File: config.mk
export PLATFORM = sky130hd
export DESIGN_NAME = sarcs_top
export DESIGN_NICKNAME = d
export VERILOG_FILES = /design/src/core/sarcs_pkg.sv /design/src/core/sarcs_sync.sv /design/src/core/sarcs_top.sv
export SDC_FILE = /design/constraint.sdc
export NUM_CORES = 1
export LEC_CHECK = 0
export BUFFER_PORTS_ARGS = -buffer_cell sky130_fd_sc_hd__buf_2
export CAP_MARGIN = 30
export CORE_MARGIN = 10
export CORE_UTILIZATION = 40
export DETAILED_ROUTE_END_ITERATION = 8
export GPL_ROUTABILITY_DRIVEN = 0
export GPL_TIMING_DRIVEN = 0
export PLACE_DENSITY = 0.62
export SYNTH_ARGS = -nofsm -noshare
export SYNTH_HDL_FRONTEND = slang
export SYNTH_SLANG_ARGS = --single-unit
File: constraint.sdc
create_clock -name clock_in -period 1.9 [get_ports clock_in]
set_input_delay 0.285 -clock clock_in [delete_from_list [all_inputs] [get_ports clock_in]]
set_output_delay 0.285 -clock clock_in [all_outputs]
set_load 0.03 [all_outputs]
File: src/core/sarcs_pkg.sv
// constants and types of the sar conversion sequencer
package sarcs_pkg;
    localparam int unsigned CLOCK_HZ          = 40_000_000;
    localparam int unsigned RESOLUTION        = 16;
    // aperture delay in ns; rounded down, at least one cycle
    localparam int unsigned APERTURE_NS       = 25;
    localparam int unsigned APERTURE_CYCLES   = (APERTURE_NS * (CLOCK_HZ / 1_000_000) / 1000) < 1 ? 1 :
                                                (APERTURE_NS * (CLOCK_HZ / 1_000_000) / 1000);
    // cycles between switch opening and array transfer to reference ground
    localparam int unsigned SWITCH_GAP_CYCLES = 1;
    // hold-off before normal mode power-down once idle, in cycles
    localparam int unsigned WAKE_CYCLES       = 2;
    localparam logic [15:0] CODE_ZERO         = 16'h0000;
    localparam logic [15:0] CODE_FULL         = 16'hffff;
    localparam logic [15:0] CODE_MID          = 16'h8000;
    localparam logic [15:0] RESULT_RESET      = 16'h0000;

    typedef enum logic [2:0] {
        SARCS_ACQUIRE,
        SARCS_APERTURE,
        SARCS_SWITCH,
        SARCS_SEARCH,
        SARCS_FINISH
    } sarcs_state_t;
endpackage : sarcs_pkg

File: src/core/sarcs_sync.sv
// two-flop synchroniser for pin inputs
`timescale 1ns/1ps
`default_nettype none
module sarcs_sync #(
    parameter int unsigned WIDTH = 1
) (
    // clock and reset
    input  wire logic             clock_in,
    input  wire logic             resetn_in,
    // levels
    input  wire logic [WIDTH-1:0] async_in,
    output var  logic [WIDTH-1:0] sync_out
);
    logic [WIDTH-1:0] stage1;

    always_ff @(posedge clock_in or negedge resetn_in) begin
        if (!resetn_in) begin
            stage1   <= '0;
            sync_out <= '0;
        end else begin
            stage1   <= async_in;
            sync_out <= stage1;
        end
    end
endmodule : sarcs_sync
`default_nettype wire

File: src/core/sarcs_top.sv
// conversion sequencer: acquisition, switch order, binary search, result and busy
`timescale 1ns/1ps
`default_nettype none
module sarcs_top #(
    parameter int unsigned WIDTH = sarcs_pkg::RESOLUTION
) (
    // clock and reset
    input  wire logic             clock_in,
    input  wire logic             resetn_in,
    // host pins
    input  wire logic             convert_start_in,
    input  wire logic             fast_mode_in,
    // analog front end
    input  wire logic             comparator_in,
    input  wire logic             over_range_in,
    input  wire logic             under_range_in,
    output var  logic             sample_switch_pos_out,
    output var  logic             sample_switch_neg_out,
    output var  logic             array_to_input_out,
    output var  logic             array_to_reference_ground_out,
    output var  logic [WIDTH-1:0] array_bits_out,
    output var  logic             powered_out,
    // result
    output var  logic [WIDTH-1:0] result_out,
    output var  logic             result_valid_out,
    output var  logic             busy_out
);
    import sarcs_pkg::*;

    logic [2:0] pins_sync;
    logic       start_q;
    logic       fast_q;
    logic       cmp_q;
    logic       over_q;
    logic       under_q;

    // comparator and range flags come from the analog side, so they are synchronised too
    sarcs_sync #(.WIDTH(3)) u_sync_pins (
        .clock_in  (clock_in),
        .resetn_in (resetn_in),
        .async_in  ({convert_start_in, fast_mode_in, comparator_in}),
        .sync_out  (pins_sync)
    );

    sarcs_sync #(.WIDTH(2)) u_sync_range (
        .clock_in  (clock_in),
        .resetn_in (resetn_in),
        .async_in  ({over_range_in, under_range_in}),
        .sync_out  ({over_q, under_q})
    );

    assign fast_q = pins_sync[1];
    assign cmp_q  = pins_sync[0];

    sarcs_state_t     state;
    sarcs_state_t     next_state;
    logic [7:0]       count;
    logic [7:0]       next_count;
    logic [4:0]       bit_index;
    logic [WIDTH-1:0] trial;
    logic             start_prev;
    logic             first_fast;

    wire start_rise = pins_sync[2] & ~start_prev;
    assign start_q = start_rise;
    wire in_acquire  = (state == SARCS_ACQUIRE);
    wire search_last = (state == SARCS_SEARCH) && (bit_index == 5'd0);

    // clamp code from the range flags, else straight binary trial
    wire [WIDTH-1:0] clamp_code = over_q  ? CODE_FULL[WIDTH-1:0] :
                                  under_q ? CODE_ZERO[WIDTH-1:0] :
                                  trial;

    // trial with the current bit kept or dropped by the comparator
    wire [WIDTH-1:0] bit_mask   = {{(WIDTH-1){1'b0}}, 1'b1} << bit_index;
    wire [WIDTH-1:0] keep_trial = cmp_q ? trial : (trial & ~bit_mask);
    wire [WIDTH-1:0] next_bit   = (bit_index == 5'd0) ? {WIDTH{1'b0}} : (bit_mask >> 1);

    // array shows the trial under test: top bit alone first, then each next trial
    wire             load_first = (state == SARCS_SWITCH) && (count == 8'h00);
    wire             show_next  = (state == SARCS_SEARCH) && !search_last;
    wire [WIDTH-1:0] shown_bits = load_first ? CODE_MID[WIDTH-1:0] :
                                  show_next  ? (keep_trial | next_bit) :
                                  {WIDTH{1'b0}};

    always_comb begin
        next_state = state;
        next_count = count;
        case (state)
            SARCS_ACQUIRE: begin
                // start only honoured in the acquire state; a rise during a conversion is lost
                if (start_q) begin
                    next_state = SARCS_APERTURE;
                    next_count = 8'(APERTURE_CYCLES - 1);
                end
            end
            SARCS_APERTURE: begin
                if (count == 8'h00) begin
                    next_state = SARCS_SWITCH;
                    next_count = 8'(SWITCH_GAP_CYCLES);
                end else begin
                    next_count = count - 8'h01;
                end
            end
            SARCS_SWITCH: begin
                if (count == 8'h00) begin
                    next_state = SARCS_SEARCH;
                end else begin
                    next_count = count - 8'h01;
                end
            end
            SARCS_SEARCH: begin
                if (search_last) begin
                    next_state = SARCS_FINISH;
                end
            end
            SARCS_FINISH: begin
                next_state = SARCS_ACQUIRE;
            end
            default: begin
                next_state = SARCS_ACQUIRE;
            end
        endcase
    end

    // sequencer runs on the local clock only; no serial clock is involved
    always_ff @(posedge clock_in or negedge resetn_in) begin
        if (!resetn_in) begin
            state      <= SARCS_ACQUIRE;
            count      <= 8'h00;
            start_prev <= 1'b0;
        end else begin
            state      <= next_state;
            count      <= next_count;
            start_prev <= pins_sync[2];
        end
    end

    // search register: msb first, one bit decided per cycle
    always_ff @(posedge clock_in or negedge resetn_in) begin
        if (!resetn_in) begin
            trial     <= CODE_MID[WIDTH-1:0];
            bit_index <= 5'd0;
        end else if (state == SARCS_SWITCH && count == 8'h00) begin
            trial     <= CODE_MID[WIDTH-1:0];
            bit_index <= 5'(WIDTH - 1);
        end else if (state == SARCS_SEARCH) begin
            trial     <= keep_trial | next_bit;
            bit_index <= (bit_index == 5'd0) ? 5'd0 : bit_index - 5'd1;
        end
    end

    // result taken from this conversion only, held until the next finishes
    always_ff @(posedge clock_in or negedge resetn_in) begin
        if (!resetn_in) begin
            result_out       <= RESULT_RESET[WIDTH-1:0];
            result_valid_out <= 1'b0;
            first_fast       <= 1'b1;
        end else if (state == SARCS_FINISH) begin
            result_out       <= clamp_code;
            // fast mode's first result is meaningless; normal mode's first is good
            result_valid_out <= ~(fast_q & first_fast);
            first_fast       <= ~fast_q;
        end
    end

    // switch control: opens before arrays move to reference ground
    always_ff @(posedge clock_in or negedge resetn_in) begin
        if (!resetn_in) begin
            sample_switch_pos_out         <= 1'b1;
            sample_switch_neg_out         <= 1'b1;
            array_to_input_out            <= 1'b1;
            array_to_reference_ground_out <= 1'b0;
            busy_out                      <= 1'b0;
            array_bits_out                <= {WIDTH{1'b0}};
        end else begin
            sample_switch_pos_out         <= (next_state == SARCS_ACQUIRE) ||
                                             (next_state == SARCS_APERTURE);
            sample_switch_neg_out         <= (next_state == SARCS_ACQUIRE) ||
                                             (next_state == SARCS_APERTURE);
            array_to_input_out            <= (next_state == SARCS_ACQUIRE) ||
                                             (next_state == SARCS_APERTURE) ||
                                             (next_state == SARCS_SWITCH && state != SARCS_SWITCH);
            array_to_reference_ground_out <= (next_state == SARCS_SEARCH) ||
                                             (next_state == SARCS_SWITCH && state == SARCS_SWITCH);
            busy_out                      <= (next_state != SARCS_ACQUIRE);
            array_bits_out                <= shown_bits;
        end
    end

    // normal mode powers down while idle; fast mode stays on, for one conversion per 21 cycles (about 1.9 MSPS)
    logic [7:0] wake_count;
    always_ff @(posedge clock_in or negedge resetn_in) begin
        if (!resetn_in) begin
            powered_out <= 1'b0;
            wake_count  <= 8'h00;
        end else if (fast_q || !in_acquire) begin
            powered_out <= 1'b1;
            wake_count  <= 8'(WAKE_CYCLES);
        end else if (wake_count != 8'h00) begin
            wake_count  <= wake_count - 8'h01;
        end else begin
            powered_out <= 1'b0;
        end
    end
endmodule : sarcs_top
`default_nettype wire

==> results.cfg, run 1 <==
[status]
status = complete, but fails checks
violations = setup timing

[timing]
period_share_pct = 102
slew_headroom_pct = 65.2
hold_violations = 0
period_minus_slack_ps = 1940
worstMarginPinSlew_ps = 522
rsz0062_at_grt = true
setup_viol = 3
finClkSkew_ps = 10.3
max_freq_mhz = 515
timing.final.ws_setup_ps = -42.8
drv_slew = 0

[floorplanning]
start_util_pct = 41.2
die_height_um = 120
core_mm2 = 0.00977
ioPinCount = 46
die_x_um = 120
row_count = 36
floorplan.die_area_mm2 = 0.0145

[logic_synthesis]
synth_seq_cells = 90
synth_async_sr_flop_share_pct = 100
syn_inst = 422
synth_flop_cell = dfrtp_1
synth_edf_count = 0
syn-cell-area_mm2 = 0.00402
avgSynthCellArea_um2 = 9.54
yosysWarnings = 0
ys_seq_area_share_pct = 56.1
syn_nets = 438
synth.distinct_cells = 49

[grt]
grtUsageTotal_pct = 13.5
first_global_vias = 3227
grt_max_degree = 61
grt_pass1_wl_um = 16000
antenna_found_initial = 0
grt_overflow = 0

[cells_and_area]
antenna_cells = 0
final_layout_size_suffix_gt1_share_pct = 20.9
nNetsFinal = 500
fillers = 953
area_growth_pct = 19.3
final_cells = 622

[power]
vdd_ir_drop_max_uv = 598
power.total_mw = 6.53
power.leakage_nw = 2.16
power_density_mw_per_mm2 = 1360

[routing]
drt_pass1_iterations = 5
vias = 3227
post-route-drc-count = 0
ant_nets = 0
drt_iter0_markers = 240
routed_wl_um = 9530
vias_per_cell = 5.19
wl_per_cell_um = 15.3

[setup_path]
endpoint = count[7]
critPathMaxFanout = 4
path_class = flop to flop
r2r_cells = 4
cp-start-kind = flop
worstPathRequired_ps = 2200
reg2reg_to = count[7]
r2r_slack_ps = -40
cp.arrival_ps = 2240
cp-startpoint = count[2]
cp-end-kind = flop
r2r_start = count[2]

[clock_network]
path_clk_slew_ps = 90
max-clock-path-buffers = 2
htreeDepth = 3
cts_buffers = 9
cts_tree = yes
cts.sinks = 90
clkLatencyLatePin_ps = 370
root_buffer = clkbuf_8

[worst_hold_path]
min_path_type = input pin to flop
whs_path_depth = 1

[placement]
dp_hpwl_um = 6800
post-place-cells = 601
io_buffers = 45
pre_cts_ws_ps = -233

[run]
max_cap_viol_count = 0
-- synth_stat cells (all sizes together) (2+ instances only) --
cell	count	area share [%]
a22o	3	0.65
nand2b	7	1.1
o21a	2	0.37
xnor2	4	0.87
nand3	3	0.37
nand2	68	6.3
nor2b	7	1.1
or3	3	0.47
xor2	6	1.3
ha	9	2.8
o211ai	3	0.56
and2	2	0.31
a21oi	43	5.3
and3	2	0.31
nand3b	3	0.56
dfrtp	86	53
clkbuf	21	2.0
nor3b	2	0.37
nor3	9	1.5
a32oi	2	0.44
inv	10	0.93
a22oi	7	1.3
a21o	2	0.37
nor2	37	3.5
o21ai	53	6.6
or4	3	0.65
buf	5	0.62
o31ai	3	0.56
dfstp	4	2.6
-- worst min-delay path by stage --
| stage | startpoint | endpoint | slack [ps] |
|---|---|---|---|
| floorplan | resetn_in | array_bits_out[0] | -10 |
| global placement | u_sync_pins.stage1[0] | u_sync_pins.sync_out[0] | 330 |
| detailed placement | resetn_in | count[4] | 250 |
| CTS | over_range_in | u_sync_range.stage1[1] | 0.08 |
| global route | over_range_in | u_sync_range.stage1[1] | 3 |
| finish | over_range_in | u_sync_range.stage1[1] | 20 |
-- worst max-delay path, cell delays in order (launching register included) --
cell     delay (ps)
dfrtp_1         390
or4_4           590
or4_4           430
or3_1           320
a21oi_1         150
-- routing by layer --
metal	track usage [%]	wire length (um)	part of all wire (%)	vias up
li1	-	-	-	1568
met2	21.6	4570	48	82
met1	16.8	4260	45	1568
met3	5.03	614	6.4	9
met4	3.85	94	0.99	0
met5	0	0	0	-
-- layout make-up --
cell class	count	area (um^2)	area share [%]
inverter	10	37.5	0.782
clock buffer	10	138	2.87
clock inverter	6	42.5	0.886
sequential	90	2260	47.0
timing repair buffer	57	345	7.19
buffer	20	101	2.11
multi-input combinational	296	1710	35.7
tap	133	166	3.47
-- kinds of logic (layout without fill, tap and decap cells) --
kind of cell / after synthesis / in the layout / synth area share (%)
DFF: 90 / 90 / 56.1
muxes: 1 / 1 / 0.280
AOI/OAI and AO/OA: 126 / 126 / 17.8
adders and majority gates: 9 / 9 / 2.80
buffers and inverters: 36 / 103 / 3.51
and+or+nand+nor: 150 / 150 / 17.3
xor gates and xnor gates: 10 / 10 / 2.18
-- registers in the layout, summed over array words and instances, names as in the netlist, 3 cells and up --
name	flops
count	8
bit_index	5
u_sync_pins.stage1	3
wake_count	8
trial	16
u_sync_pins.sync_out	3
state	3
array_bits_out	16
result_out	16
-- power breakdown --
group / switching [mW] / internal [mW]
Sequential: 0.282 / 2.30
Clock: 0.690 / 0.507
Combinational: 1.75 / 0.989
Total: 2.73 / 3.80
-- what timing repair did --
item	in CTS	in global routing
hold buffers	4	0
pin swaps	6	4
buffers inserted	2	4
endpoints found under the setup margin	41	41
hold endpoints to repair	31	0
gates resized for setup	14	17
gates cloned	1	0
-- cells in the final DEF, fill, tap and decap left out, drive strengths merged, types with 4 or more instances in the layout --
cell type    instances
xnor2                4
ha                   9
clkbuf              25
o21ai               53
nor3                 9
clkinvlp             5
dlygate4sd3          4
dfrtp               86
nor2b                7
nand2b               7
nor2                37
dfstp                4
buf                 58
nand2               68
a21oi               43
a22oi                7
xor2                 6
inv                 10
-- metrics by stage --
step / setup TNS [ps] / util (%) / hold slack [ps] / area [um^2]
after CTS: -164 / 48.4 / 0.0801 / 4730
after global placement: -26850 / 45.2 / 334 / 4420
after floorplan: 0 / - / -10.6 / 4020
after global routing: -779 / 49.1 / 2.98 / 4800
final: -88.8 / 49.1 / 19.2 / 4800
after detailed placement: -6240 / 45.5 / 249 / 4450
Note: power is estimated with default switching activity, not from simulation.
==> run 2, diff against run 1 <==
--- a/config.mk
+++ b/config.mk
@@ -7,12 +7,11 @@
 export LEC_CHECK = 0
 export BUFFER_PORTS_ARGS = -buffer_cell sky130_fd_sc_hd__buf_2
 export CAP_MARGIN = 30
-export CORE_MARGIN = 10
-export CORE_UTILIZATION = 40
+export CORE_UTILIZATION = 52
 export DETAILED_ROUTE_END_ITERATION = 8
 export GPL_ROUTABILITY_DRIVEN = 0
 export GPL_TIMING_DRIVEN = 0
-export PLACE_DENSITY = 0.62
+export PLACE_DENSITY_LB_ADDON = 0.3
 export SYNTH_ARGS = -nofsm -noshare
 export SYNTH_HDL_FRONTEND = slang
 export SYNTH_SLANG_ARGS = --single-unit
==> run 2 against run 1 <==
The run still ends with setup timing left. First-iteration DRC count grew 8.3%. Sequential share of layout area grew 0.45 points. Critical path depth is the same. Global-route usage grew 8.9 points. Count of clock-buffer cells in the layout is the same. Hold slack gained 3.3 ps. Critical path type unchanged.
==> results.cfg, run 2 (synthesis gave the netlist of run 1 again) <==
[status]
status = complete, but fails checks
violations = setup timing

[timing]
fin_tns_setup_ps = -42.8
hold_violations = 0
slew_headroom_pct = 66.2
worstMarginPinSlew_ps = 507
period_minus_slack_ps = 1920
finClkSkew_ps = 8.18
drv_slew = 0
setup_viol = 3
rsz0062_at_grt = true
max_freq_mhz = 520
period_share_pct = 101
timing.final.ws_setup_ps = -22.8

[routing]
ant_nets = 0
drt_iter0_markers = 260
wl_per_cell_um = 14.8
post-route-drc-count = 0
drt_pass1_iterations = 6
vias_per_cell = 5.56
vias = 3263
routed_wl_um = 8710

[setup_path]
cp-end-kind = flop
path_class = flop to flop
reg2reg_to = count[7]
cp-start-kind = flop
cp.arrival_ps = 2210
r2r_cells = 4
critPathMaxFanout = 4
r2r_start = count[2]
r2r_slack_ps = -20
worstPathRequired_ps = 2190

[worst_hold_path]
min_to = u_sync_pins.stage1[2]
hp-start = convert_start_in
whs_path_depth = 1
min_path_type = input pin to flop

[floorplanning]
core_mm2 = 0.00737
die_x_um = 90.0
ioPinCount = 46
die_height_um = 90.0
floorplan.die_area_mm2 = 0.00809
row_count = 31
start_util_pct = 54.6

[clock_network]
path_clk_slew_ps = 90
cts_tree = yes
root_buffer = clkbuf_8
cts.sinks = 90
clkLatencyLatePin_ps = 360
cts_buffers = 9
max-clock-path-buffers = 2
htreeDepth = 3

[power]
clkPwrFrac_pct = 19.3
intPower_mw = 3.91
switching_power_mw = 2.71
power_frac_seq_pct = 38.9
combPwrFrac_pct = 41.8
switching_share_pct = 40.9
vdd_ir_drop_max_uv = 675
power.leakage_nw = 2.17
power.total_mw = 6.61
power_density_mw_per_mm2 = 1390

[grt]
grt_max_degree = 73
grtUsageTotal_pct = 22.4
grt_pass1_wl_um = 14400
antenna_found_initial = 0
first_global_vias = 3031
grt_overflow = 0

[cells_and_area]
top_regs = array_bits_out x16, result_out x16, trial x16
post-route-cell-area_mm2 = 0.00476
nNetsFinal = 499
final_util_pct = 64.5
area_growth_pct = 18.2
layout_commonest_cell = dfrtp_1
antenna_cells = 0
most-common-layout-cells = 86 x dfrtp_1, 67 x nand2_1, 45 x buf_2, 45 x o21ai_1, 42 x a21oi_1
final_layout_size_suffix_gt1_share_pct = 20.9
fillers = 591

[placement]
pre_cts_ws_ps = -223
dpl_cell_area_mm2 = 0.00440
io_buffers = 45
dp_hpwl_um = 5930

[run]
max_cap_viol_count = 0
==> run 2: cell count changes in the layout (fill, tap and decap cells not counted), moves of 2 or more <==
cell,change
nor2b_2,-2
clkinvlp_4,-2
nor2b_1,+2
buf_2,-2
clkbuf_8,-2
dlygate4sd3_1,-3
clkbuf_2,+2
buf_6,+2
==> run 2: critical path: stages (launching register included) <==
cell     delay [ps]
dfrtp_1         390
or4_4           580
or4_1           420
or3_1           310
a21oi_1         150
==> run 2: how the worst max path moves through the flow <==
stage / start / end / slack [ps] / cells after the start
after floorplan: count[5] / count[7] / 80 / 4
after global placement: resetn_in / array_bits_out[14] / -210 / 1
after detailed placement: bit_index[2] / array_to_reference_ground_out / -220 / 6
after CTS: count[2] / count[7] / -20 / 4
after global routing: count[2] / count[7] / -80 / 4
final: count[2] / count[7] / -20 / 4
==> run 2: final cells by class <==
cell class                 count  area (um^2)  share of cell area (%)
buffer                        21          100                    2.10
clock buffer                  10          128                    2.68
clock inverter                 6         66.3                    1.39
inverter                      10         37.5                   0.789
multi-input combinational    296         1710                    36.0
sequential                    90         2260                    47.5
tap                           99          124                    2.60
timing repair buffer          55          333                    7.00
==> run 2: timing repair <==
action / in CTS / in global routing
endpoints found under the hold margin: 16 / 0
endpoints found under the setup margin: 41 / 43
pin swaps: 5 / 5
setup buffers: 5 / 3
gates resized for setup: 12 / 22
hold buffers: 1 / 0
==> run 2: power by group through the flow <==
stage | clock, mW | sequential, mW | combinational [mW]
final | 1.27 | 2.57 | 2.77
after global routing | 1.39 | 2.62 | 3.04
after CTS | 1.30 | 2.56 | 2.60
after detailed placement | 0 | 2.60 | 2.45
after global placement | 0 | 2.58 | 2.36
after floorplan | 0 | 2.83 | 1.56
==> run 2: through the flow <==
| stage | cells | hold WS [ps] |
|---|---|---|
| 2_1_floorplan | 422 | -10.6 |
| 3_3_place_gp | 566 | 333 |
| 3_5_place_dp | 567 | 183 |
| 4_1_cts | 585 | 14.2 |
| 5_1_grt | 587 | 4.49 |
| 6_report | 587 | 22.5 |
==> run 2: metal layers <==
metal  track usage, %  part of all wire [%]  vias up
li1                 -                     -     1576
met1             31.3                    46     1575
met2             35.3                    48      101
met3             5.75                   5.0       11
met4             5.65                   1.1        0
met5                0                     0        -
